File: src/clk_edge_sync.sv
// package of shared constants, and a two-flop synchroniser with rise detect
`timescale 1ns/1ps

package clksel_pkg;
    // register indices; the bus byte address is four times the index
    localparam logic [7:0] IDX_CTRL      = 8'h36;
    localparam logic [7:0] IDX_BANDWIDTH = 8'h37;
    localparam logic [7:0] IDX_MULT_HIGH = 8'h38;
    localparam logic [7:0] IDX_MULT_LOW  = 8'h39;
    localparam logic [7:0] IDX_VCO_RANGE = 8'h3a;
    // control register field positions
    localparam int CTRL_IRQ_EN_BIT  = 7;
    localparam int CTRL_FLAG_BIT    = 6;
    localparam int CTRL_POWER_BIT   = 5;
    localparam int CTRL_SELECT_BIT  = 4;
    // bandwidth register field positions
    localparam int BW_AUTO_BIT      = 7;
    localparam int BW_LOCK_BIT      = 6;
    localparam int BW_ACQ_BIT       = 5;
    // values after reset
    localparam logic        RST_POWER      = 1'b1;
    localparam logic [1:0]  RST_RANGE_POW  = 2'h0;
    localparam logic [11:0] RST_MULT       = 12'h040;
    localparam logic [7:0]  RST_VCO_RANGE  = 8'h40;
    // source edges to wait on a switch
    localparam logic [1:0]  SWITCH_EDGES   = 2'h3;
    // bit positions in the synchroniser bank
    localparam int SY_XTAL = 0;
    localparam int SY_VCO  = 1;
    localparam int SY_LOCK = 2;
    localparam int SY_ACQ  = 3;
    localparam int SY_OSC  = 4;
    localparam int SY_STOP = 5;
    localparam int SY_N    = 6;
endpackage

module clk_edge_sync #(
    parameter int WIDTH = 1
) (
    input  wire logic             ref_clk,
    input  wire logic             rst_n,
    input  wire logic [WIDTH-1:0] async_in,
    output logic      [WIDTH-1:0] level,
    output logic      [WIDTH-1:0] rise
);
    typedef struct packed {
        logic [WIDTH-1:0] meta;
        logic [WIDTH-1:0] sync;
        logic [WIDTH-1:0] prev;
    } sync_state_t;

    sync_state_t s_q;
    sync_state_t s_d;

    // refuse an empty bank at elaboration
    if (WIDTH < 1) begin : g_bad_width
        $error("clk_edge_sync: WIDTH must be at least one");
    end

    // shift chain; first stage feeds only the second
    always_comb begin
        s_d      = s_q;
        s_d.meta = async_in;
        s_d.sync = s_q.meta;
        s_d.prev = s_q.sync;
    end

    always_ff @(posedge ref_clk or negedge rst_n) begin
        if (!rst_n) begin
            s_q <= '0;
        end else begin
            s_q <= s_d;
        end
    end

    // per-bit level and rising edge
    for (genvar i = 0; i < WIDTH; i++) begin : g_bit
        assign level[i] = s_q.sync[i];
        assign rise[i]  = s_q.sync[i] & ~s_q.prev[i];
    end
endmodule

File: src/pll_base_clock_selector.sv
// base clock selector: register file, interlocks, glitch-free switch, divide by two
// Operation
// - zero multiplier acts as one
// - zero range keeps PLL off, refuses VCO
// - zero range forces crystal source
// - switch waits three crystal edges, and three VCO edges while PLL enabled
// - output static during a switch
// - selected source divided by two
// - select bit picks crystal or VCO
// - no VCO select while PLL off
// - no PLL off while VCO selected
// - power and select change need separate writes
// - PLL follows enable input
// - run-in-stop keeps oscillator running
// - otherwise oscillator follows enable input
// - base clock 50 percent duty
// - interrupt driven from lock detector
// - lock toggle raises interrupt in auto
//
// The address map and register access over Wishbone were chosen for this implementation.
`timescale 1ns/1ps

module pll_base_clock_selector (
    input  wire logic        ref_clk,
    input  wire logic        rstn,
    // classic wishbone slave
    input  wire logic        wb_cyc_i,
    input  wire logic        wb_stb_i,
    input  wire logic        wb_we_i,
    input  wire logic [7:0]  wb_adr_i,
    input  wire logic [3:0]  wb_sel_i,
    input  wire logic [31:0] wb_dat_i,
    output logic      [31:0] wb_dat_o,
    output logic             wb_ack_o,
    // clocks and analog status
    input  wire logic        crystal_clock,
    input  wire logic        vco_clock,
    input  wire logic        pll_locked,
    input  wire logic        pll_tracking,
    input  wire logic        osc_enable_from_sysint,
    input  wire logic        osc_run_in_stop,
    // outputs
    output logic             base_clock_out,
    output logic             osc_enable,
    output logic             pll_enable,
    output logic             filter_track,
    output logic      [11:0] vco_multiplier,
    output logic      [7:0]  vco_range,
    output logic      [1:0]  range_power,
    output logic             pll_lock_irq
);
    // two states one bit apart; no code is left unused
    typedef enum logic {
        SW_RUN  = 1'b0,
        SW_HOLD = 1'b1
    } switch_state_t;

    // whole block state; one copy computed, one registered
    typedef struct packed {
        logic          ack;
        logic [31:0]   rdata;
        logic          irq_en;
        logic          flag;
        logic          power;
        logic          select;
        logic [1:0]    rpow;
        logic          auto_bw;
        logic          acq;
        logic [11:0]   mult;
        logic [7:0]    vrange;
        logic          lock_prev;
        switch_state_t sw;
        logic          src_vco;
        logic [1:0]    xcnt;
        logic [1:0]    vcnt;
        logic          base;
        logic          osc_en;
        logic          pll_en;
        logic          track;
        logic [11:0]   mult_eff;
        logic          irq;
    } sel_state_t;

    sel_state_t s_q;
    sel_state_t s_d;

    logic [1:0]                     rst_sync_q;
    logic                           rst_n;
    logic [clksel_pkg::SY_N-1:0]    sy_in;
    logic [clksel_pkg::SY_N-1:0]    sy_lvl;
    logic [clksel_pkg::SY_N-1:0]    sy_rise;

    // the two-bit edge counters must be able to reach a nonzero switch count
    if (clksel_pkg::SWITCH_EDGES == 2'h0) begin : g_bad_edges
        $error("switch edge count must be at least one");
    end

    // reset release through two flops; assertion stays immediate,
    // release is clocked so no flop leaves reset on a different edge
    always_ff @(posedge ref_clk or negedge rstn) begin
        if (!rstn) begin
            rst_sync_q <= 2'h0;
        end else begin
            rst_sync_q <= {rst_sync_q[0], 1'b1};
        end
    end
    assign rst_n = rst_sync_q[1];

    // every pin from outside the domain is synchronised; the source
    // clocks are sampled as data, so each must stay below half of
    // ref_clk or a synced rise can be lost
    assign sy_in[clksel_pkg::SY_XTAL] = crystal_clock;
    assign sy_in[clksel_pkg::SY_VCO]  = vco_clock;
    assign sy_in[clksel_pkg::SY_LOCK] = pll_locked;
    assign sy_in[clksel_pkg::SY_ACQ]  = pll_tracking;
    assign sy_in[clksel_pkg::SY_OSC]  = osc_enable_from_sysint;
    assign sy_in[clksel_pkg::SY_STOP] = osc_run_in_stop;

    clk_edge_sync #(
        .WIDTH (clksel_pkg::SY_N)
    ) u_sync (
        .ref_clk  (ref_clk),
        .rst_n    (rst_n),
        .async_in (sy_in),
        .level    (sy_lvl),
        .rise     (sy_rise)
    );

    always_comb begin
        // working values, each given a value first
        logic       req;
        logic       wr;
        logic       rd;
        logic [7:0] idx;
        logic [7:0] d;
        logic       range_ok;
        logic       pwr_chg;
        logic       sel_chg;
        logic       lock_tog;
        logic       want_vco;
        logic       osc_on;
        req      = 1'b0;
        wr       = 1'b0;
        rd       = 1'b0;
        idx      = 8'h00;
        d        = 8'h00;
        range_ok = 1'b0;
        pwr_chg  = 1'b0;
        sel_chg  = 1'b0;
        lock_tog = 1'b0;
        want_vco = 1'b0;
        osc_on   = 1'b0;
        s_d      = s_q;

        // bus decode; one-cycle ack, dropped the cycle after
        // a request still held while ack is high is not taken twice,
        // so a master drops cyc and stb for a cycle between transfers
        req      = wb_cyc_i & wb_stb_i & ~s_q.ack;
        wr       = req & wb_we_i & wb_sel_i[0];
        rd       = req & ~wb_we_i;
        idx      = {2'h0, wb_adr_i[7:2]};
        d        = wb_dat_i[7:0];
        s_d.ack  = req;
        range_ok = (s_q.vrange != 8'h00);

        // register writes with their interlocks; a refused field is
        // dropped silently, the transfer is still acknowledged
        // power and select changed in one write leave both untouched,
        // the rest of the control byte still lands
        if (wr) begin
            unique case (idx)
                clksel_pkg::IDX_CTRL: begin
                    s_d.irq_en = s_q.auto_bw & d[clksel_pkg::CTRL_IRQ_EN_BIT];
                    pwr_chg = d[clksel_pkg::CTRL_POWER_BIT] != s_q.power;
                    sel_chg = d[clksel_pkg::CTRL_SELECT_BIT] != s_q.select;
                    if (!(pwr_chg && sel_chg)) begin
                        if (pwr_chg && !(s_q.select && !d[clksel_pkg::CTRL_POWER_BIT])) begin
                            s_d.power = d[clksel_pkg::CTRL_POWER_BIT];
                        end
                        if (sel_chg && s_q.power && range_ok) begin
                            s_d.select = d[clksel_pkg::CTRL_SELECT_BIT];
                        end
                    end
                    if (!s_q.power) begin
                        s_d.rpow = d[1:0];
                    end
                end
                // acq is writable only in manual mode
                clksel_pkg::IDX_BANDWIDTH: begin
                    s_d.auto_bw = d[clksel_pkg::BW_AUTO_BIT];
                    if (!s_q.auto_bw) begin
                        s_d.acq = d[clksel_pkg::BW_ACQ_BIT];
                    end
                end
                // multiplier and range fields freeze while the power bit is set
                clksel_pkg::IDX_MULT_HIGH: begin
                    if (!s_q.power) begin
                        s_d.mult[11:8] = d[3:0];
                    end
                end
                clksel_pkg::IDX_MULT_LOW: begin
                    if (!s_q.power) begin
                        s_d.mult[7:0] = d;
                    end
                end
                clksel_pkg::IDX_VCO_RANGE: begin
                    if (!s_q.power) begin
                        s_d.vrange = d;
                    end
                end
                default: begin
                end
            endcase
        end
        // interrupt enable is forced clear in manual mode
        // manual mode has no lock indication to raise it
        if (!s_d.auto_bw) begin
            s_d.irq_en = 1'b0;
        end
        // select forced clear when PLL off or range zero
        // keeps a stale select from naming a VCO stopped by power off or a zero range
        s_d.select = s_d.select & s_d.power & (s_d.vrange != 8'h00);

        // read data; unmapped reads return zero
        // read data stands until the next read
        if (rd) begin
            s_d.rdata = 32'h0000_0000;
            unique case (idx)
                clksel_pkg::IDX_CTRL: begin
                    s_d.rdata[7:0] = {s_q.irq_en, s_q.flag & s_q.auto_bw, s_q.power,
                                      s_q.select, 2'h0, s_q.rpow};
                end
                clksel_pkg::IDX_BANDWIDTH: begin
                    s_d.rdata[7:0] = {s_q.auto_bw, sy_lvl[clksel_pkg::SY_LOCK] & s_q.auto_bw,
                                      s_q.track, 5'h00};
                end
                clksel_pkg::IDX_MULT_HIGH: begin
                    s_d.rdata[7:0] = {4'h0, s_q.mult[11:8]};
                end
                clksel_pkg::IDX_MULT_LOW: begin
                    s_d.rdata[7:0] = s_q.mult[7:0];
                end
                clksel_pkg::IDX_VCO_RANGE: begin
                    s_d.rdata[7:0] = s_q.vrange;
                end
                default: begin
                end
            endcase
        end

        // lock toggle sets the flag; a set beats a read clear
        // so a lock change landing on the clearing read is not lost
        s_d.lock_prev = sy_lvl[clksel_pkg::SY_LOCK];
        lock_tog = (sy_lvl[clksel_pkg::SY_LOCK] != s_q.lock_prev) & s_q.auto_bw;
        if (rd && idx == clksel_pkg::IDX_CTRL) begin
            s_d.flag = 1'b0;
        end
        if (lock_tog) begin
            s_d.flag = 1'b1;
        end
        if (!s_q.auto_bw) begin
            s_d.flag = 1'b0;
        end
        s_d.irq = s_q.flag & s_q.irq_en & s_q.auto_bw;

        // oscillator and PLL enables
        // run-in-stop overrides the stop request for the crystal only;
        // the PLL still follows the enable input
        osc_on     = sy_lvl[clksel_pkg::SY_OSC] | sy_lvl[clksel_pkg::SY_STOP];
        s_d.osc_en = osc_on;
        s_d.pll_en = sy_lvl[clksel_pkg::SY_OSC] & s_q.power & range_ok;
        s_d.track  = s_q.auto_bw ? sy_lvl[clksel_pkg::SY_ACQ] : s_q.acq;
        s_d.mult_eff = (s_q.mult == 12'h000) ? 12'h001 : s_q.mult;

        // glitch-free source switch, output held while waiting
        // the output only toggles on a synced rise of the source in use,
        // so every level lasts at least one source half period; a
        // selection that flips back during the hold ends on the old source
        want_vco = s_q.select & s_q.power & range_ok;
        unique case (s_q.sw)
            SW_RUN: begin
                // a new selection freezes the output before any source edge
                if (want_vco != s_q.src_vco) begin
                    s_d.sw   = SW_HOLD;
                    s_d.xcnt = 2'h0;
                    s_d.vcnt = 2'h0;
                end else if (s_q.src_vco ? sy_rise[clksel_pkg::SY_VCO]
                                         : sy_rise[clksel_pkg::SY_XTAL]) begin
                    s_d.base = ~s_q.base;
                end
            end
            SW_HOLD: begin
                // count edges of both sources; counters saturate
                if (sy_rise[clksel_pkg::SY_XTAL] && s_q.xcnt != clksel_pkg::SWITCH_EDGES) begin
                    s_d.xcnt = s_q.xcnt + 2'h1;
                end
                if (sy_rise[clksel_pkg::SY_VCO] && s_q.vcnt != clksel_pkg::SWITCH_EDGES) begin
                    s_d.vcnt = s_q.vcnt + 2'h1;
                end
                // a stopped VCO cannot deliver its edges
                // so with the PLL off the switch waits on the crystal count only
                if (s_q.xcnt == clksel_pkg::SWITCH_EDGES &&
                    (s_q.vcnt == clksel_pkg::SWITCH_EDGES || !s_q.pll_en)) begin
                    s_d.sw      = SW_RUN;
                    s_d.src_vco = want_vco;
                end
            end
        endcase
    end

    // all state but the reset and input synchronisers registered in one place
    // reset values come from the package; the rest of the state is zero
    always_ff @(posedge ref_clk or negedge rst_n) begin
        if (!rst_n) begin
            s_q           <= '0;
            s_q.power     <= clksel_pkg::RST_POWER;
            s_q.rpow      <= clksel_pkg::RST_RANGE_POW;
            s_q.mult      <= clksel_pkg::RST_MULT;
            s_q.vrange    <= clksel_pkg::RST_VCO_RANGE;
            s_q.mult_eff  <= clksel_pkg::RST_MULT;
            s_q.sw        <= SW_RUN;
        end else begin
            s_q <= s_d;
        end
    end

    // outputs straight from state flops
    // no output passes through gates, so none can glitch
    assign wb_ack_o       = s_q.ack;
    assign wb_dat_o       = s_q.rdata;
    assign base_clock_out = s_q.base;
    assign osc_enable     = s_q.osc_en;
    assign pll_enable     = s_q.pll_en;
    assign filter_track   = s_q.track;
    assign vco_multiplier = s_q.mult_eff;
    assign vco_range      = s_q.vrange;
    assign range_power    = s_q.rpow;
    assign pll_lock_irq   = s_q.irq;
endmodule

File: config.mk
export PLATFORM = sky130hd
export DESIGN_NAME = pll_base_clock_selector
export DESIGN_NICKNAME = d
export VERILOG_FILES = /design/src/clk_edge_sync.sv /design/src/pll_base_clock_selector.sv
export SDC_FILE = /design/constraint.sdc
export NUM_CORES = 1
export LEC_CHECK = 0
export ABC_AREA = 0
export BUFFER_PORTS_ARGS = -buffer_cell sky130_fd_sc_hd__buf_4
export CORE_UTILIZATION = 51
export DETAILED_ROUTE_END_ITERATION = 8
export PLACE_DENSITY_LB_ADDON = 0.12
export SYNTH_ARGS = -nofsm -noshare
export SYNTH_HDL_FRONTEND = slang
export SYNTH_SLANG_ARGS = --single-unit
File: constraint.sdc
create_clock -name ref_clk -period 2.9 [get_ports ref_clk]
set_clock_uncertainty 0.15 [all_clocks]
set_input_delay 0.58 -clock ref_clk [delete_from_list [all_inputs] [get_ports ref_clk]]
set_output_delay 0.58 -clock ref_clk [all_outputs]
set_load 0.02 [all_outputs]
==> results.md, run 1 <==
- Status: completed
- CTS tree: done
- Worst-Margin Slew: 0.793 ns
- Mapped cell area: 3590 um^2
- Top FF cell, synth: dfrtp_1
- Met2 Track Usage GR: 28.7%
- Max frequency: 0.502 GHz
- Clk buf depth: 2
- Initial antenna violation count: 0
- Vias after detailed routing: 2165
- Worst hold path type: register to asynchronous set/reset pin
- Commonest non-fill, non-tap cells in the layout: dfrtp_1, buf_4, mux2_2
- Avg WL per Cell: 15.7 um
- Worst Hold Slack: 0.108 ns
- Final wirelength: 6.69 mm
- Ys Warns: 0
- Worst EP arrival: 2.05 ns
- First-pass GRT wire length: 10.5 mm
- Total GRT Usage: 19.1%
- Crit share post-route: 68.7%
- CP required: 2.96 ns
- Mean Syn Cell Area: 12.1 um^2
- CP Class: register to register
- Post_cts resized: 0
- Post-synthesis sequential area ratio: 53.8%
- Vias per inst: 5.08
- Hold violation count in the final report: 0
- I/O Pins: 115
- Clock transition at the registers of the reported paths: 0.07 ns
- CTS Buf Count: 9
- Die Area: 7380 um^2
- Met3 Usage GRT: 3.85%
- Layout cells sized above 1: 37.9%
- Met1 Use GR: 26.7%
- Worst IR Drop VDD: 310 uV
- Standard-cell rows: 30
- RSZ-0062 raised after global routing: no
- GRT Max-Usage Layer: met2
- Post-synthesis cell count: 296
- Clk root buf: clkbuf_8
- Height of the die: 85.9 um
- Headroom to the max-slew limit: 47.1%
- DRT iter0 DRCs: 126
- Ant diodes: 0
- Leakage power: 1.93 nW
- Layout area overhead: 11.2%
- EDFF count, synth: 0
- H-tree depth: 3
- Reg2reg start: vco_range[4]
- Most common cell after layout, fill and taps aside: dfrtp_1
- Netlist cell types: 53
- Share of synthesized registers carrying an async set or reset: 100%
- Placer Congestion: 0.802
- Fin crit period: 1.99 ns
- Setup TNS: 0 ns
- Maxcap violations: 0
- Critical Path Sink Type: register
- CP Launch Type: register
- Worst r2r path cells: 4
- Nets: 382
- Die width: 85.9 um
- Total gr overflow: 0
- #FFs+latches synth: 77
- IO buf count: 61
- Vias in the first global route: 2041
- Worst setup path startpoint: vco_range[4]
- Clock sinks: 77
- Filler Cell Count: 574
- Placeable Area: 6790 um^2
- Initial core utilization: 52.8%
- Drt drc: 0
- Max FO, Critical Path: 5
- Slew Limit Fails: 0
- Skew-Pair Late Insertion Delay: 0.34 ns
- PwrDens: 515 nW/um^2
- Post-route ant nets: 0
- HPWL after detailed placement: 4.86 mm
- Setup violations, final: 0
- 1st-pass router iterations: 4
- Pin count of the biggest net entering global routing: 28
repair_timing:
item / CTS / global route
buffers inserted: 0 / 0
hold buffers: 1 / 0
hold endpoints to repair: 2 / 0
cells in the mapped netlist, types with 2 or more instances:
| cell type | count | share of area, % |
|---|---|---|
| dfrtp_1 | 73 | 51 |
| buf_4 | 56 | 12 |
| mux2_2 | 26 | 8.2 |
| nand2_1 | 16 | 1.7 |
| clkbuf_1 | 13 | 1.4 |
| inv_1 | 8 | 0.84 |
| o21ai_0 | 8 | 1.1 |
| a21oi_1 | 7 | 0.98 |
| mux2i_1 | 7 | 2.0 |
| nor4_1 | 7 | 1.2 |
| nor3_1 | 6 | 0.84 |
| a221oi_1 | 4 | 0.98 |
| a22oi_1 | 4 | 0.84 |
| a31oi_1 | 4 | 0.70 |
| dfstp_2 | 4 | 2.9 |
| xnor2_1 | 4 | 0.98 |
| nor2_1 | 3 | 0.31 |
| nor4b_1 | 3 | 0.73 |
| a222oi_1 | 2 | 0.56 |
| conb_1 | 2 | 0.21 |
| ha_1 | 2 | 0.70 |
| mux2_1 | 2 | 0.63 |
| nand2_2 | 2 | 0.35 |
| nor3b_1 | 2 | 0.42 |
| nor4_4 | 2 | 1.2 |
| o22ai_1 | 2 | 0.35 |
report_power, final:
group	switching, W	internal (W)	total (W)
combinational	0.000121	0.0000788	0.000200
clock	0.000365	0.000353	0.000718
sequential	0.0000280	0.00111	0.00114
total	0.000514	0.00154	0.00206
through the flow:
stage                     area, um^2  cells  setup WS (ns)  util, %  power [W]
after floorplan                 3680    319          0.454        -    0.00131
after global placement          3800    409          0.625     56.0    0.00136
after detailed placement        3800    409          0.619     56.0    0.00136
after CTS                       3990    426          0.895     58.7    0.00208
after global routing            3990    426          0.754     58.7    0.00214
final                           3990    426          0.907     58.7    0.00206
registers in the layout, summed over array words and instances (netlist names), 2 cells and up:
signal and count:
range_power 2, rst_sync_q 2, s_q 25, u_sync.level 6, u_sync.s_d 6, u_sync.s_q 2, vco_multiplier 12, vco_range 8
wb_dat_o 8
worst paths after layout:
kind	slack, ns	endpoint
worst max-delay path	0.91	s_q[19]
worst min-delay path	0.11	u_sync.s_d[11]
worst max register to register	0.91	s_q[19]
worst min register to register	0.11	u_sync.s_d[11]
max in group asynchronous	1.70	s_q[49]
min in group ref_clk	0.19	u_sync.s_d[11]
routing by layer:
metal | share of wire (%) | up-vias
li1 | - | 1015
met3 | 3.8 | 11
met2 | 47 | 64
met5 | 0 | -
met4 | 1.8 | 0
met1 | 47 | 1075
cell families after synthesis:
family	Yosys count	share of synthesized area, %
compound gates	39	7.53
xor+xnor	5	1.22
fa+ha+maj	2	0.697
buf+inv	78	14.0
flops	77	53.8
mux	35	10.7
other cells	2	0.209
simple gates	58	11.7
critical path, cell delays in order (launching register included):
cell and delay [ns]:
dfrtp_1 0.43, nor4_1 0.48, a21oi_1 0.23, xor2_1 0.41, a31oi_1 0.16
area by class of cell:
type	count	area [um^2]	share of cell area (%)
well taps	96	120	3.01
clock buffers	12	155	3.89
clock inverters	4	22.5	0.564
inverters	8	30.0	0.752
multi-input cells	164	1240	31.1
flip-flops and latches	77	1930	48.4
repair buffers	65	490	12.3
No activity file was read; power rests on OpenSTA's default activity.
==> inputs of run 2 (changes only) <==
ABC_AREA = 1   (was 0)
CORE_UTILIZATION = 46   (was 51)
clock period = 1.8 ns   (was 2.9 ns; I/O delays follow)
==> results.md, run 2 <==
- Commonest non-fill, non-tap cells in the layout: nand2_1, dfrtp_1, buf_4
- Layout area overhead: 15.1%
- Height of the die: 91.6 um
- Final wirelength: 7.15 mm
- Final Power: 0.00386 W
- Pin count of the biggest net entering global routing: 76
- Worst Hold Slack: 0.0908 ns
- Die Area: 8390 um^2
- Clk buf depth: 2
- EDFF count, synth: 0
- Clk root buf: clkbuf_8
- Worst EP arrival: 1.73 ns
- Setup bufs post-CTS: 0
- Worst Hold End: s_q[32]
- Reg2reg start: wb_ack_o
- HPWL after detailed placement: 5.26 mm
- Critical Path Sink Type: register
- Layout cells sized above 1: 24.9%
- Vias per inst: 4.56
- H-tree depth: 3
- Clock sinks: 77
- R2r endpoint: s_q[48]
- Initial antenna violation count: 0
- Leakage power: 2.14 nW
- #FFs+latches synth: 77
- Share of synthesized registers carrying an async set or reset: 100%
- Area leader, netlist: dfrtp_1
- CP Launch Type: register
- Die width: 91.6 um
- Post-synthesis cell count: 411
- Vias in the first global route: 2349
- Top FF cell, synth: dfrtp_1
- First-pass GRT wire length: 11.5 mm
- Standard-cell rows: 32
- Nets: 509
- Drt drc: 0
- Total gr overflow: 0
- Fin crit period: 1.65 ns
- Setup violations, final: 0
- Most instantiated cells after synthesis: nand2_1, dfrtp_1, inv_1
- Skew-Pair Late Insertion Delay: 0.35 ns
- Largest register FFs: 25
- Worst r2r path cells: 8
- Top reg by flops: s_q
- Vias after detailed routing: 2547
- Placer Congestion: 0.818
- Setup TNS: 0 ns
- Crit share post-route: 91.6%
- DRT iter0 DRCs: 167
- Mean Syn Cell Area: 8.98 um^2
- Worst hold path depth: 3
- Clock transition at the registers of the reported paths: 0.09 ns
- CTS tree: done
- CP Class: register to register
- Hold violation count in the final report: 0
- PwrDens: 909 nW/um^2
- Post-synth top area share: 49.5%
- Final core occ: 55.0%
- 1st-pass router iterations: 4
- Final Cell Area: 4250 um^2
- CTS Buf Count: 9
- Reg2reg setup slack: 0.15 ns
- Mapped cell area: 3690 um^2
- I/O Pins: 115
- Post-route ant nets: 0
- Max FO, Critical Path: 10
- Worst Hold Launch: wb_dat_i[0]
- DP Area: 3960 um^2
- Worst hold path type: primary input to register
- Area contributors post-synth: dfrtp_1, buf_4, nand2_1
- Filler Cell Count: 732
- Placeable Area: 7730 um^2
- CP required: 1.88 ns
- Initial core utilization: 47.8%
- Status: completed
- Max frequency: 0.606 GHz
- Avg WL per Cell: 12.8 um
- Top-count cell post-synth: nand2_1
- RSZ-0062 raised after global routing: no
- Maxcap violations: 0
- Worst IR Drop VDD: 416 uV
- Slew Limit Fails: 0
- Most common cell after layout, fill and taps aside: nand2_1
- IO buf count: 61
- Ant diodes: 0
- Netlist cell types: 35
- Ys Warns: 0
- Post-synthesis sequential area ratio: 52.3%
- Total GRT Usage: 18.1%
==> run 2: cell count changes after synthesis, sizes merged, moves of 4 or more <==
cell	delta
a221oi	-4
nand4	+9
nand3	+16
o21ai	+32
nor4	-9
mux2	-28
mux2i	-6
nor4b	-4
nor2	+16
inv	+56
xnor2	-4
nand2	+68
a22oi	-4
nor3	-5
==> run 2: final cells by class <==
cell class	count	area, um^2	area share [%]
clock buffer	10	128	3.00
inverter	64	240	5.65
tap	102	128	3.00
multi-input combinational	223	1120	26.5
timing repair buffer	77	608	14.3
clock inverter	6	87.6	2.06
sequential	77	1930	45.5
==> run 2: power by group <==
| group | total, W | leakage, nW | internal, W | switching, W |
|---|---|---|---|---|
| logic | 0.000538 | 1.18 | 0.000206 | 0.000332 |
| registers | 0.00191 | 0.852 | 0.00184 | 0.0000690 |
| clock network | 0.00141 | 0.110 | 0.000781 | 0.000630 |
==> run 2: routing by layer <==
metal | global-route usage (%) | up-vias | part of all wire, %
li1 | - | 1274 | -
met1 | 26.3 | 1168 | 48
met2 | 25.6 | 95 | 44
met3 | 4.52 | 10 | 6.3
met4 | 7.80 | 0 | 1.7
met5 | 0 | - | 0
==> run 2: kinds of logic after synthesis <==
logic type / Yosys count / share of synthesized area (%)
AOI/OAI and AO/OA: 55 / 8.17
xor gates and xnor gates: 1 / 0.237
adders and majority gates: 2 / 0.678
buffers and inverters: 134 / 19.8
DFF: 77 / 52.3
muxes: 1 / 0.271
other: 2 / 0.203
and+or+nand+nor: 139 / 18.4
==> run 2: worst max-delay path, cell delays in order, from the launching register on <==
cell     delay, ns
dfrtp_1       0.44
nor2_8        0.17
nand3_4       0.10
nor2_4        0.20
nand2_1       0.07
o21ai_1       0.11
nand2_1       0.07
nor2_1        0.16
a21oi_1       0.08
==> run 2: what timing repair did <==
item                                    in CTS  in global routing
hold buffers                                 7                  0
gates resized for setup                      0                  2
hold endpoints to repair                     8                  0
endpoints found under the setup margin       0                  4
==> run 2: how the worst max path moves through the flow <==
| stage | from | slack (ns) | depth (start not counted) | end |
|---|---|---|---|---|
| 6_report | wb_ack_o | 0.15 | 8 | s_q[48] |
| 5_1_grt | wb_ack_o | 0.02 | 8 | s_q[48] |
| 4_1_cts | vco_range[6] | 0.1 | 9 | s_q[20] |
| 3_5_place_dp | wb_adr_i[4] | 0.03 | 9 | s_q[48] |
| 3_3_place_gp | wb_adr_i[4] | 0.06 | 9 | s_q[48] |
| 2_1_floorplan | wb_ack_o | 0.18 | 9 | s_q[48] |
==> run 2: metrics by stage <==
stage                     worst slack (ns)  instances
after floorplan                      0.183        434
after global placement              0.0628        536
after detailed placement            0.0329        536
after CTS                           0.0983        559
after global routing                0.0199        559
final                                0.150        559
==> inputs of run 3 (changes only) <==
PLACE_DENSITY = 0.86   (was default)
PLACE_DENSITY_LB_ADDON = default   (was 0.12)
==> results.md, run 3 (synthesis gave the netlist of run 2 again) <==
- Status: completed
- I/O Pins: 115
- Total gr overflow: 0
- Filler Cell Count: 687
- Worst setup margin: 0.110 ns
- Worst IR Drop VDD: 403 uV
- Layout area overhead: 13.8%
- Clk buf depth: 2
- First-pass GRT wire length: 11.9 mm
- Placer Congestion: 0.899
- Vias in the first global route: 2501
- Slew Limit Fails: 0
- Fin crit period: 1.69 ns
- Drt drc: 0
- Reg2reg setup slack: 0.11 ns
- 1st-pass router iterations: 5
- Maxcap violations: 0
- Total GRT Usage: 18.3%
- Height of the die: 91.6 um
- Pin count of the biggest net entering global routing: 76
- Die width: 91.6 um
- Leakage power: 2.09 nW
- Max frequency: 0.592 GHz
- R2r endpoint: s_q[18]
- Crit share post-route: 93.9%
- Top reg by flops: s_q
- Worst Hold End: s_q[42]
- CTS tree: done
- Clock transition at the registers of the reported paths: 0.08 ns
- CP required: 1.89 ns
- Worst EP arrival: 1.78 ns
- Most common cell after layout, fill and taps aside: nand2_1
- DRT iter0 DRCs: 152
- Worst hold path type: primary input to register
- Vias after detailed routing: 2692
- Vias per inst: 4.85
- IO buf count: 61
- Reg2reg start: vco_range[6]
- Final wirelength: 7.17 mm
- Clk root buf: clkbuf_8
- Max FO, Critical Path: 5
- CP Class: register to register
- Layout cells sized above 1: 24.3%
- Setup violations, final: 0
- Commonest non-fill, non-tap cells in the layout: nand2_1, dfrtp_1, buf_4
- HPWL after detailed placement: 5.15 mm
- Clock sinks: 77
- Largest register FFs: 25
- Critical Path Sink Type: register
- Post-route ant nets: 0
- Standard-cell rows: 32
- Die Area: 8390 um^2
- Initial antenna violation count: 0
- Ant diodes: 0
- CTS Buf Count: 9
- Nets: 505
- Worst r2r path cells: 9
- Skew-Pair Late Insertion Delay: 0.35 ns
- Hold violation count in the final report: 0
- Initial core utilization: 47.8%
- Placeable Area: 7730 um^2
- Worst hold path depth: 3
- Avg WL per Cell: 12.9 um
- H-tree depth: 3
- Setup Slack @ Placement: 0.0474 ns
- Worst Hold Launch: wb_dat_i[2]
- CP Launch Type: register
- PwrDens: 894 nW/um^2
- Final core occ: 54.4%
[run 3: changes by cell type in the layout (fill, tap and decap cells not counted), sizes merged]
| cell | change |
|---|---|
| clkinv | -4 |
| clkinvlp | +3 |
| inv | +2 |
| bufinv | -1 |
| buf | -4 |
[run 3: worst max path at each step]
| stage | from | endpoint | slack, ns | depth (start not counted) |
|---|---|---|---|---|
| after detailed placement | wb_adr_i[4] | s_q[34] | 0.05 | 7 |
| after floorplan | wb_ack_o | s_q[48] | 0.18 | 9 |
| final | vco_range[6] | s_q[18] | 0.11 | 9 |
| after global placement | wb_adr_i[4] | s_q[48] | 0.09 | 9 |
| after global routing | vco_range[6] | s_q[20] | -0.03 | 9 |
| after CTS | vco_range[6] | s_q[18] | 0.09 | 9 |
[run 3: repair_timing]
action | in CTS | in global routing
hold buffers | 7 | 0
resized for setup | 0 | 3
setup buffers | 0 | 0
endpoints found under the setup margin | 0 | 5
endpoints found under the hold margin | 8 | 0
[run 3: per-stage QoR]
step           hold WS, ns  power, W  TNS [ns]  cell area [um^2]  std cells
2_1_floorplan      -0.0856   0.00236         0              3780        434
3_3_place_gp      -0.00768   0.00245         0              3930        532
3_5_place_dp      -0.00551   0.00248         0              3930        532
4_1_cts             0.0766   0.00378         0              4190        555
5_1_grt             0.0963   0.00394   -0.0567              4200        555
6_report            0.0846   0.00375         0              4200        555
[run 3: cell type report]
cell class / count / area (um^2) / area share [%]
Sequential cell: 77 / 1930 / 46.1
Multi-Input combinational cell: 223 / 1120 / 26.7
Timing Repair Buffer: 73 / 578 / 13.8
Inverter: 64 / 240 / 5.72
Clock buffer: 10 / 128 / 3.04
Tap cell: 102 / 128 / 3.04
Clock inverter: 6 / 70.1 / 1.67
[run 3: critical path: stages (launching register included)]
cell,delay (ns)
dfstp_2,0.54
inv_1,0.06
nand4_1,0.09
inv_1,0.05
nand2_1,0.15
nand3_1,0.12
nand2_1,0.12
nand3_2,0.13
nand3_1,0.10
nand2_1,0.06
[run 3: power breakdown]
| group | leakage, nW | internal, W | total [W] | switching (W) |
|---|---|---|---|---|
| clock network | 0.0895 | 0.000650 | 0.00129 | 0.000642 |
| logic | 1.15 | 0.000202 | 0.000546 | 0.000344 |
| registers | 0.851 | 0.00184 | 0.00191 | 0.0000702 |
| total | 2.09 | 0.00270 | 0.00375 | 0.00106 |
[run 3: layer usage]
metal	share of wire [%]	up-vias	routed length [um]	GRT usage, %
met5	0	-	0	0
met4	2.1	0	153	8.86
met3	6.7	17	482	4.44
met2	49	121	3490	28.5
met1	43	1278	3050	24.0
li1	-	1276	-	-
